===== src/hw/aosd_pkg.sv =====
// Package with constants and carrier types of the analog output scaling and diagnostic block.
package aosd_pkg;

  localparam int unsigned NUM_CH         = 4;
  localparam int unsigned REC_BYTES      = 20;

  // Time base of the microsecond ticker.
  localparam int unsigned CLK_PERIOD_NS  = 100;
  localparam int unsigned TICK_NS        = 1000;
  localparam int unsigned TICK_CYCLES    = (TICK_NS + CLK_PERIOD_NS - 1) / CLK_PERIOD_NS;

  // Output function codes.
  localparam logic [7:0] FN_OFF          = 8'hFF;
  localparam logic [7:0] FN_0_20_LONG    = 8'h31;
  localparam logic [7:0] FN_0_20_SHORT   = 8'h41;
  localparam logic [7:0] FN_4_20_LONG    = 8'h30;
  localparam logic [7:0] FN_4_20_SHORT   = 8'h40;
  localparam logic [7:0] FN_RESET        = 8'h31;

  // Code limits and slopes; current = (code - floor) * K >> SLOPE_SHIFT in microamps.
  localparam int signed  TOP_LONG        = 32511;
  localparam int signed  TOP_SHORT       = 20480;
  localparam int signed  LIVE_ZERO_LONG  = -6912;
  localparam int signed  LIVE_ZERO_SHORT = -4096;
  localparam int unsigned SLOPE_SHIFT    = 20;
  localparam logic [20:0] K_0_20_LONG    = 21'h0B92F7;
  localparam logic [20:0] K_0_20_SHORT   = 21'h138800;
  localparam logic [20:0] K_4_20_LONG    = 21'h09425F;
  localparam logic [20:0] K_4_20_SHORT   = 21'h0FA000;

  // Parameter record byte positions.
  localparam logic [2:0] PAR_RESERVED    = 3'h0;
  localparam logic [2:0] PAR_OC_MASK     = 3'h1;
  localparam logic [2:0] PAR_FN_BASE     = 3'h2;

  // Diagnostic record byte positions.
  localparam logic [4:0] REC_ERR_SUMMARY = 5'h00;
  localparam logic [4:0] REC_MODULE_INFO = 5'h01;
  localparam logic [4:0] REC_INT_DIAG    = 5'h03;
  localparam logic [4:0] REC_CH_KIND     = 5'h04;
  localparam logic [4:0] REC_DIAG_BITS   = 5'h05;
  localparam logic [4:0] REC_CH_COUNT    = 5'h06;
  localparam logic [4:0] REC_GROUP_ERR   = 5'h07;
  localparam logic [4:0] REC_CH_ERR_BASE = 5'h08;
  localparam logic [4:0] REC_TICK_BASE   = 5'h10;

  // Constant record contents and field positions.
  localparam logic [7:0] MODULE_INFO_VAL = 8'h15;
  localparam logic [7:0] CH_KIND_VAL     = 8'h73;
  localparam logic [7:0] DIAG_BITS_VAL   = 8'h08;
  localparam logic [7:0] CH_COUNT_VAL    = 8'h04;
  localparam int unsigned CHE_PARAM_BIT  = 0;
  localparam int unsigned CHE_OPEN_BIT   = 4;
  localparam int unsigned SUM_FAIL_BIT   = 0;
  localparam int unsigned SUM_INT_BIT    = 1;
  localparam int unsigned SUM_EXT_BIT    = 2;
  localparam int unsigned SUM_CH_BIT     = 3;
  localparam int unsigned SUM_AUX_BIT    = 4;
  localparam int unsigned SUM_PARAM_BIT  = 7;
  localparam int unsigned INT_OVF_BIT    = 3;
  localparam int unsigned INT_COMM_BIT   = 4;

  typedef struct packed {
    logic       wr;
    logic [2:0] index;
    logic [7:0] data;
  } aosd_param_wr_type;

  typedef struct packed {
    logic [NUM_CH-1:0]      enable;
    logic [NUM_CH-1:0][15:0] setpoint_ua;
  } aosd_drive_type;

endpackage


===== src/hw/aosd_core.sv =====
// Analog output scaling and read-only diagnostic record of a four channel current output module.
//
// Notes on behaviour
// RQ1: Function code FFh deactivates the channel; no conversion is driven.
// RQ2: Code 31h: 0..27648 maps 0..20 mA, overrange to 32511, negatives give 0 mA.
// RQ3: Code 41h: 0..16384 maps 0..20 mA, overrange to 20480, negatives give 0 mA.
// RQ4: Codes 30h/40h: 0 gives 4 mA, nominal gives 20 mA, floor -6912/-4096 gives 0.
// RQ5: Any error lights the channel indicator and is entered in the record; the code lights channel_led only for parameter and open circuit errors.
// RQ6: No interrupt exists; diagnostics are only read out.
// RQ7: Channel error bit 4 flags open circuit when detection is enabled for it.
// RQ8: Channel error bit 0 flags bad parameters; other channel bits read zero.
// RQ9: Summary byte: failure, internal, external, channel, aux supply, parameter bits.
// RQ10: Internal byte bit 3 buffer overflow, bit 4 communication error.
// RQ11: Module info byte reads class 0101b with channel information bit set.
// RQ12: Channel kind byte reads 73h, analog output.
// RQ13: Diagnostic bits per channel reads 08h.
// RQ14: Channel count reads 04h.
// RQ15: Group error bit n set while channel n has any error.
// RQ16: Free 32-bit microsecond ticker starts at zero and wraps.
// RQ17: Recording a diagnostic event captures the ticker into the snapshot.
// RQ18: Host reads the full record as set 01h or first four bytes as 00h.
// RQ19: CANopen host reads the record at index 2F01h or first bytes at 2F00h.
// RQ20: EtherCAT host reads record bytes at index 5005h, one subindex each.
// RQ21: Host enables open circuit detection per channel, bit n for channel n.
// RQ22: Every function code is 31h after reset until rewritten.
// RQ23: Reserved bits and bytes, channels four to seven included, read zero.
// RQ24: Unknown function code flags parameter errors and keeps the channel off.
`timescale 1ns/1ns
`default_nettype none

module aosd_core
  import aosd_pkg::*;
(
  input  wire logic                        clk,                // Module clock, 10 MHz.
  input  wire logic                        reset,              // Asynchronous reset, active high.
  input  wire logic [NUM_CH-1:0][15:0]     output_code,        // Signed output codes from the bus.
  input  wire aosd_pkg::aosd_param_wr_type param_wr,           // Parameter record byte write.
  input  wire logic                        rec_rd,             // Diagnostic record byte read strobe.
  input  wire logic [4:0]                  rec_index,          // Diagnostic record byte index.
  input  wire logic [NUM_CH-1:0]           open_circuit_pin,   // Open circuit sense from the output stage.
  input  wire logic                        aux_missing_pin,    // Auxiliary supply missing sense.
  input  wire logic                        diag_overflow,      // Internal diagnostic buffer overflow.
  input  wire logic                        comm_error,         // Internal communication error.
  input  wire logic                        module_fault,       // Module failure from self test.
  output aosd_pkg::aosd_drive_type         drive,              // Per channel enable and setpoint.
  output logic [7:0]                       rec_data,           // Record byte, valid with rec_valid.
  output logic                             rec_valid,          // Pulse one cycle after rec_rd.
  output logic [NUM_CH-1:0]                channel_led,        // Channel error indicators.
  output logic                             group_led           // Module error indicator.
);

  typedef struct packed {
    logic [NUM_CH-1:0][7:0]  fn_code;
    logic [NUM_CH-1:0]       oc_mask;
    logic [NUM_CH:0]         sync1;
    logic [NUM_CH:0]         sync2;
    logic [NUM_CH:0]         sync3;
    logic [NUM_CH:0]         sensed;
    logic [3:0]              prescale;
    logic [31:0]             ticker;
    logic [31:0]             snapshot;
    logic [7:0]              err_summary;
    logic [7:0]              int_diag;
    logic [NUM_CH-1:0][7:0]  ch_err;
    aosd_drive_type          drive;
    logic [7:0]              rec_data;
    logic                    rec_valid;
    logic [NUM_CH-1:0]       channel_led;
    logic                    group_led;
  } aosd_state_type;

  aosd_state_type state_q;
  aosd_state_type state_d;

  // Elaboration-time check: the record layout and the sense vectors serve four channels only.
  if (NUM_CH != 4) begin : g_bad_ch
    $error("aosd_core serves exactly four channels");
  end

  // Scales one signed code to microamps, or returns zero with valid low for an unknown code.
  function automatic logic [16:0] aosd_scale(input logic [7:0] fn, input logic [15:0] code);
    logic signed [17:0] d;
    logic signed [17:0] lo;
    logic signed [17:0] hi;
    logic [20:0]        k;
    logic               ok;
    logic [16:0]        rel;
    logic [37:0]        prod;
    d    = 18'(signed'(code));
    lo   = 18'sd0;
    hi   = 18'(TOP_LONG);
    k    = K_0_20_LONG;
    ok   = 1'b1;
    rel  = 17'h00000;
    prod = 38'h0000000000;
    case (fn)
      FN_0_20_LONG: begin
        hi = 18'(TOP_LONG);                                                 // [RQ2]
        k  = K_0_20_LONG;
      end
      FN_0_20_SHORT: begin
        hi = 18'(TOP_SHORT);                                                // [RQ3]
        k  = K_0_20_SHORT;
      end
      FN_4_20_LONG: begin
        lo = 18'(LIVE_ZERO_LONG);                                           // [RQ4]
        k  = K_4_20_LONG;
      end
      FN_4_20_SHORT: begin
        lo = 18'(LIVE_ZERO_SHORT);                                          // [RQ4]
        hi = 18'(TOP_SHORT);
        k  = K_4_20_SHORT;
      end
      default: begin
        ok = 1'b0;                                                          // [RQ24]
      end
    endcase
    // Codes beyond the ends are clamped so the output never leaves the documented span.
    if (d < lo) begin
      d = lo;                                                               // [RQ2] [RQ3] [RQ4]
    end else if (d > hi) begin
      d = hi;
    end
    rel  = 17'(d - lo);
    prod = 38'(rel) * 38'(k);
    // The reciprocal slope is rounded; the error stays under one microamp across the span.
    if (ok) begin
      return {1'b1, prod[SLOPE_SHIFT +: 16]};
    end
    return 17'h00000;
  endfunction

  logic [NUM_CH-1:0][16:0] scaled;
  logic [NUM_CH-1:0]       fn_off;

  for (genvar ch = 0; ch < NUM_CH; ch++) begin : g_ch
    assign scaled[ch] = aosd_scale(state_q.fn_code[ch], output_code[ch]);
    assign fn_off[ch] = (state_q.fn_code[ch] == FN_OFF);
  end

  always_comb begin
    logic [NUM_CH-1:0] param_bad;
    logic [NUM_CH-1:0] open_err;
    logic [NUM_CH-1:0] ch_any;
    logic [7:0]        group;
    logic [7:0]        rec_byte;
    logic              new_event;
    param_bad = '0;
    open_err  = '0;
    ch_any    = '0;
    group     = 8'h00;
    rec_byte  = 8'h00;
    new_event = 1'b0;
    state_d   = state_q;

    // Parameter writes; the reserved byte and unused positions are ignored.
    if (param_wr.wr) begin
      if (param_wr.index == PAR_OC_MASK) begin
        state_d.oc_mask = param_wr.data[NUM_CH-1:0];                        // [RQ21]
      end else if (param_wr.index >= PAR_FN_BASE && param_wr.index < PAR_FN_BASE + 3'(NUM_CH)) begin
        state_d.fn_code[2'(param_wr.index - PAR_FN_BASE)] = param_wr.data;
      end
    end

    // External senses pass three flops; a change is taken once the last two agree.
    state_d.sync1 = {aux_missing_pin, open_circuit_pin};
    state_d.sync2 = state_q.sync1;
    state_d.sync3 = state_q.sync2;
    for (int i = 0; i <= NUM_CH; i++) begin
      if (state_q.sync2[i] == state_q.sync3[i]) begin
        state_d.sensed[i] = state_q.sync3[i];
      end
    end

    // Microsecond ticker, free running from reset and wrapping naturally.
    if (state_q.prescale == 4'(TICK_CYCLES - 1)) begin
      state_d.prescale = 4'h0;
      state_d.ticker   = state_q.ticker + 32'h00000001;                     // [RQ16]
    end else begin
      state_d.prescale = state_q.prescale + 4'h1;
    end

    // Output drive follows the function code; off and unknown codes drive nothing.
    for (int i = 0; i < NUM_CH; i++) begin
      param_bad[i] = !fn_off[i] && !scaled[i][16];                          // [RQ24]
      state_d.drive.enable[i]      = scaled[i][16];                         // [RQ1]
      state_d.drive.setpoint_ua[i] = scaled[i][15:0];
      // An open output is only reported on an active channel that has detection switched on.
      open_err[i] = state_q.sensed[i] && state_q.oc_mask[i] && scaled[i][16];  // [RQ7]
      state_d.ch_err[i] = 8'h00;                                            // [RQ8] [RQ23]
      state_d.ch_err[i][CHE_PARAM_BIT] = param_bad[i];                      // [RQ8]
      state_d.ch_err[i][CHE_OPEN_BIT]  = open_err[i];                       // [RQ7]
      ch_any[i] = param_bad[i] || open_err[i];
    end

    state_d.int_diag = 8'h00;                                               // [RQ23]
    state_d.int_diag[INT_OVF_BIT]  = diag_overflow;                         // [RQ10]
    state_d.int_diag[INT_COMM_BIT] = comm_error;                            // [RQ10]

    state_d.err_summary = 8'h00;                                            // [RQ23]
    state_d.err_summary[SUM_INT_BIT]   = diag_overflow || comm_error;       // [RQ9]
    state_d.err_summary[SUM_EXT_BIT]   = (|open_err) || state_q.sensed[NUM_CH];
    state_d.err_summary[SUM_CH_BIT]    = |ch_any;
    state_d.err_summary[SUM_AUX_BIT]   = state_q.sensed[NUM_CH];
    state_d.err_summary[SUM_PARAM_BIT] = |param_bad;
    state_d.err_summary[SUM_FAIL_BIT]  = module_fault;

    // Any error bit that newly rises is a recorded event and stamps the ticker.
    new_event = |(state_d.err_summary & ~state_q.err_summary) ||
                |(state_d.int_diag & ~state_q.int_diag);
    for (int i = 0; i < NUM_CH; i++) begin
      new_event = new_event || |(state_d.ch_err[i] & ~state_q.ch_err[i]);
    end
    if (new_event) begin
      state_d.snapshot = state_q.ticker;                                    // [RQ17]
    end

    // Indicators only; there is deliberately no interrupt path out of this block.
    state_d.channel_led = ch_any;                                           // [RQ5] [RQ6]
    state_d.group_led   = |state_d.err_summary || |state_d.int_diag;        // [RQ5]

    group = 8'h00;
    group[NUM_CH-1:0] = {state_q.ch_err[3][CHE_PARAM_BIT] | state_q.ch_err[3][CHE_OPEN_BIT],
                         state_q.ch_err[2][CHE_PARAM_BIT] | state_q.ch_err[2][CHE_OPEN_BIT],
                         state_q.ch_err[1][CHE_PARAM_BIT] | state_q.ch_err[1][CHE_OPEN_BIT],
                         state_q.ch_err[0][CHE_PARAM_BIT] | state_q.ch_err[0][CHE_OPEN_BIT]};  // [RQ15]

    // Record read-out; the reserved byte, channels four to seven and indices past the end read zero.
    if (rec_index == REC_ERR_SUMMARY) begin
      rec_byte = state_q.err_summary;                                       // [RQ9]
    end else if (rec_index == REC_MODULE_INFO) begin
      rec_byte = MODULE_INFO_VAL;                                           // [RQ11]
    end else if (rec_index == REC_INT_DIAG) begin
      rec_byte = state_q.int_diag;                                          // [RQ10]
    end else if (rec_index == REC_CH_KIND) begin
      rec_byte = CH_KIND_VAL;                                               // [RQ12]
    end else if (rec_index == REC_DIAG_BITS) begin
      rec_byte = DIAG_BITS_VAL;                                             // [RQ13]
    end else if (rec_index == REC_CH_COUNT) begin
      rec_byte = CH_COUNT_VAL;                                              // [RQ14]
    end else if (rec_index == REC_GROUP_ERR) begin
      rec_byte = group;                                                     // [RQ15]
    end else if (rec_index >= REC_CH_ERR_BASE && rec_index < REC_CH_ERR_BASE + 5'(NUM_CH)) begin
      rec_byte = state_q.ch_err[2'(rec_index - REC_CH_ERR_BASE)];           // [RQ5]
    end else if (rec_index >= REC_TICK_BASE && rec_index < 5'(REC_BYTES)) begin
      rec_byte = state_q.snapshot[8 * 32'(2'(rec_index - REC_TICK_BASE)) +: 8];  // [RQ17]
    end else begin
      rec_byte = 8'h00;                                                     // [RQ23]
    end
    state_d.rec_valid = rec_rd;
    if (rec_rd) begin
      state_d.rec_data = rec_byte;
    end
  end

  always_ff @(posedge clk or posedge reset) begin
    if (reset) begin
      state_q          <= '0;
      state_q.fn_code  <= {NUM_CH{FN_RESET}};                               // [RQ22]
    end else begin
      state_q <= state_d;
    end
  end

  assign drive       = state_q.drive;
  assign rec_data    = state_q.rec_data;
  assign rec_valid   = state_q.rec_valid;
  assign channel_led = state_q.channel_led;
  assign group_led   = state_q.group_led;

endmodule // aosd_core

`default_nettype wire


===== config.mk =====
export PLATFORM = sky130hd
export DESIGN_NAME = aosd_core
export DESIGN_NICKNAME = d
export VERILOG_FILES = /design/src/hw/aosd_pkg.sv /design/src/hw/aosd_core.sv
export SDC_FILE = /design/constraint.sdc
export NUM_CORES = 2
export LEC_CHECK = 0
export ABC_AREA = 1
export ABC_CLOCK_PERIOD_IN_PS = 21400
export BUFFER_PORTS_ARGS = -buffer_cell sky130_fd_sc_hd__clkbuf_2
export CORE_ASPECT_RATIO = 1.5
export CORE_UTILIZATION = 50
export CTS_CLUSTER_SIZE = 20
export DETAILED_ROUTE_END_ITERATION = 10
export GPL_TIMING_DRIVEN = 0
export PLACE_DENSITY = 0.66
export SYNTH_ARGS = -nofsm -noshare
export SYNTH_HDL_FRONTEND = slang
export SYNTH_SLANG_ARGS = --single-unit

===== constraint.sdc =====
create_clock -name clk -period 21.4 [get_ports clk]
set_clock_uncertainty 0.05 [all_clocks]
set_input_delay 3.21 -clock clk [delete_from_list [all_inputs] [get_ports clk]]
set_output_delay 3.21 -clock clk [all_outputs]
set_load 0.03 [all_outputs]

Word-level counts from Yosys, hierarchy flattened
Cells that the tools add are included.
{"block": "word_totals", "wordCells": 221, "ff_bits": 222}
{"block": "op_classes", "bitwise_logic": 17, "eq_ne": 33, "mul": 4, "magnitude_cmp": 17, "add_sub_neg": 9, "reduce_logical": 58, "n_mux": 51, "shift": 1}
{"cell": "2-to-1 mux 17 bit", "n": 16}
{"cell": "one-hot mux 21 bit (3 select lines)", "n": 4}
{"cell": "multiplier 17 x 21 -> 36 bit", "n": 4}
{"cell": "one-hot mux 18 bit (2 select lines)", "n": 4}
{"cell": "2-to-1 mux 8 bit", "n": 11}
{"cell": "less-than comparator 16 x 18 -> 1 bit", "n": 4}
{"cell": "subtractor 17 bit", "n": 4}
{"cell": "== test 8 x 6 -> 1 bit, second input constant", "n": 8}
{"cell": "== test 8 x 7 -> 1 bit, second input constant", "n": 8}
{"cell": "greater-than comparator 16 bit", "n": 4}
{"cell": "2-to-1 mux 14 bit", "n": 4}
{"cell": "OR reduction 8 bit", "n": 6}
{"cell": "bitwise AND 5 x 8 -> 8 bit", "n": 5}
{"cell": "inverter 5 -> 8 bit", "n": 5}
{"cell": "adder 32 x 1 -> 32 bit, second input constant", "n": 1}
{"cell": "bitwise mux 32 bit", "n": 1}
{"cell": "== test 8 bit, second input constant", "n": 4}
{"cell": "indexed part select 32 x 6 -> 8 bit", "n": 1}
{"cell": "OR reduction 4 bit", "n": 7}
{"cell": "== test 5 x 3 -> 1 bit, second input constant", "n": 4}
{"cell": "binary-select mux 8 bit (select 2 bit)", "n": 1}
{"cell": "demux 8 bit (select 2 bit)", "n": 1}
{"cell": "logical AND 1 bit", "n": 16}
{"cell": "logical OR 1 bit", "n": 12}
{"cell": "other kinds (28)", "n": 55}

Depth between registers and ports, before layout
{"block": "depth", "word_depth": 21, "ltp_mapped": 61, "depth_no_buf": 58}

Least setup slack after synthesis
OpenSTA, ideal clock, no wires.
{"block": "synth_timing", "kind": "input -> register", "from": "in output_code[61] (netlist bit)", "to": "reg state_q (netlist bit drive[63])", "setup_slack_ns": 10.769, "n_path_buf": 0, "stages": 42, "t_arrival_ns": 10.462, "setup_ns": 0.119, "cell_sequence": "ha_1 nand2_1 inv_1 nand2_1 nor4b_1 nand2_1 nand3_1 nand3_1 nand2_1 inv_2 o21ai_0 o21ai_0 ha_1 inv_1 nor2_1 nand3b_1 xor2_1 nor2_1 [6 not listed] fa_1 inv_1 fa_1 inv_1 ha_1 a21oi_1 inv_1 a31oi_1 o21ai_0 a21oi_1 nand2_1 nand2_1 nand2_1 a31oi_1 xor2_1 nand3_1 nand2_1 nor2_1"}
{"element": "from (decl)", "line": "aosd_core.sv:36", "text": "input wire logic [NUM_CH-1:0][15:0] output_code,"}
{"element": "to (signal assigned)", "line": "aosd_core.sv:261", "text": "state_q <= state_d;"}
{"element": "to (decl)", "line": "aosd_core.sv:72", "text": "aosd_state_type state_q;"}

==> reports/metrics.cfg <==
[logic_synthesis]
synth-edff-count = 0
synth_area_leaders = fa_1, ha_1, inv_1
syn-instance-count = 6241
synth_top_area_cell = fa_1
syn-num-nets = 7918
synth.cell_area_sq_um = 52100
synth.distinct_cells = 73
netlist.area_leader.share_pct = 36.6
ys.flop_type = dfrtp_1
ys_ff_latch = 222
ys_seq_area_share_pct = 10.7
async_flop_share_pct = 100
avgSynthCellArea_sq_um = 8.35
ys_warn_count = 0

[clock_tree]
ctsHoldBuffers = 0
clock_sinks = 222
cts_buffers = 24
root_buffer = clkbuf_16
htreeDepth = 1
path_clk_slew_ns = 0.06
cts_resized = 0
cts_tree = done
clockBufferDepth = 3
cts_setup_buffers = 0
clock_latency_ns = 0.54

[routing]
remaining_drc_errors = 0
highest_layer = met5
vias = 40300
antenna_left = 0
met3WireLength_microns = 5440
post_drt_via_cell_ratio = 5.13
wl_met1_microns = 54800
drtIter0Drc = 2515
wl_per_cell_microns = 18.5
drt_first_pass_iters = 5
dr_wl_met2_microns = 75000
wirelength_microns = 145000

[global_route]
antenna_found_initial = 4
grtUsageTotal_pct = 28.6
grt_overflow = 0
grt_pass1_wl_microns = 232000
grt_start_max_net_pins = 128
grt_pass1_vias = 43300

[timing]
worst_pin_slew_ns = 1.42
drv_slew = 0
min_period_ns = 11.81
period_share_pct = 55.2
tns_ns = 0
hold_violations = 0
fmax_mhz = 84.7
finalSetupViolCount = 0
rsz0062_at_grt = no
slew_headroom_pct = 3.81

[critical_path]
critical_path_arrival_ns = 12.18
critPathSlowestCell = clkbuf_1
path_common_cell = nand2_1
critPathMaxStageDelay_ns = 0.84
end_kind = flip-flop
crit_path_start_kind = flip-flop
worst-path-max-fanout = 20
cp.required_ns = 21.77
crit_type = reg2reg

[die]
row_count = 144
ios = 174
die_w_microns = 266
core_area_sq_um = 103000
dieHeight_microns = 397
die-area_sq_um = 106000
start_util_pct = 50.5

[placed_design]
gp_congestion = 0.976
io_buffers = 173
hpwl_microns = 129000
place_area_sq_um = 54700

[flow_run]
drv_cap = 0

[layout]
drive_gt1_share_pct = 7.34
synthToLayoutAreaGrowth_pct = 6.62
num-nets-final = 8118
final_area_sq_um = 55500

[status]
status = complete, no violations

[min_path]
min_path_type = reg2reg

state kept, by name, indices dropped and copies added, names as in the netlist:
name         count
rec_data         8
channel_led      4
group_led        1
state_d         11
drive           68
state_q        129
rec_valid        1
cell type report:
type / instances / area (sq um)
buffer: 139 / 861
antenna: 1 / 2.50
multi-input combinational: 3979 / 38500
tap: 1387 / 1740
fill: 9980 / 47500
clock buffer: 37 / 731
inverter: 1901 / 7150
timing repair buffer: 174 / 893
sequential: 222 / 5570
clock inverter: 7 / 81.3
path summary, 6_finish.rpt:
check	from	endpoint	slack, ns	cells past startpoint
hold reg to reg	state_d[210]	state_d[205]	0.30	0
max in group asynchronous	reset	drive[15]	17.48	3
setup / recovery	state_q[245]	drive[40]	9.59	49
setup reg to reg	state_q[245]	drive[40]	9.59	49
min in group asynchronous	reset	state_d[212]	2.70	2
hold / removal	state_d[210]	state_d[205]	0.30	0
Yosys cell counts (all sizes together) (12+ instances only):
library cell  instances
xor2                 56
fa                  952
nor3                 55
nand3               133
xnor2                28
a21o                 15
buf                  89
nor2                651
dfstp                12
nand4                52
nor4                 12
ha                  633
clkbuf               50
o21ai               218
o21a                 17
a21oi               269
inv                1896
dfrtp               210
nand2               739
a31oi                16
or2                  24
cells by family (layout without fill, tap and decap cells):
logic type	Yosys count	count (layout)	synth area share (%)
DFF	222	222	10.7
buffers and inverters	2040	2258	15.4
xor gates and xnor gates	84	84	1.43
other	0	1	0
muxes	2	2	0.0432
AOI/OAI and AO/OA	627	627	6.97
adders and majority gates	1590	1590	51.9
and+or+nand+nor	1676	1676	13.6
worst max-delay path, delay by kind of cell, from the launching register on:
kind                       cells  cell delay [ns]
DFF                            1             0.40
AOI/OAI and AO/OA              5             1.25
buffers and inverters         11             2.50
xor gates and xnor gates       1             0.22
and+or+nand+nor               22             3.04
adders and majority gates     10             4.20
cell usage in the layout, fill, tap and decap left out, drive strengths merged, types with 4 or more instances in the layout:
master	count
inv	1899
fa	952
nand2	739
nor2	651
ha	633
a21oi	269
clkbuf	260
o21ai	218
dfrtp	210
nand3	133
buf	90
xor2	56
nor3	55
nand4	52
xnor2	28
or2	24
o21a	17
a31oi	16
a21o	15
dfstp	12
nor4	12
a211oi	10
o21bai	10
a22oi	10
a221oi	9
o22ai	8
o31ai	8
clkinv	8
a21boi	7
a31o	6
o221ai	6
maj3	5
nand3b	4
stage by stage:
step	std cells	worst slack (ns)	hold WS, ns	util, %
3_5_place_dp	7802	9.40	0.286	53.1
4_1_cts	7846	9.68	0.300	53.9
2_1_floorplan	6241	10.77	0.281	-
3_3_place_gp	7801	9.39	0.288	53.1
5_1_grt	7847	8.80	0.315	53.9
6_report	7847	9.59	0.297	53.9
per-layer routing:
layer | GRT usage, % | vias up
met2 | 51.9 | 1071
li1 | - | 19000
met4 | 15.9 | 4
met1 | 33.5 | 19900
met5 | 0 | -
met3 | 2.02 | 329
Power is not shown: default switching activity piles up to over one toggle a cycle in this logic, so the estimate is an artifact.
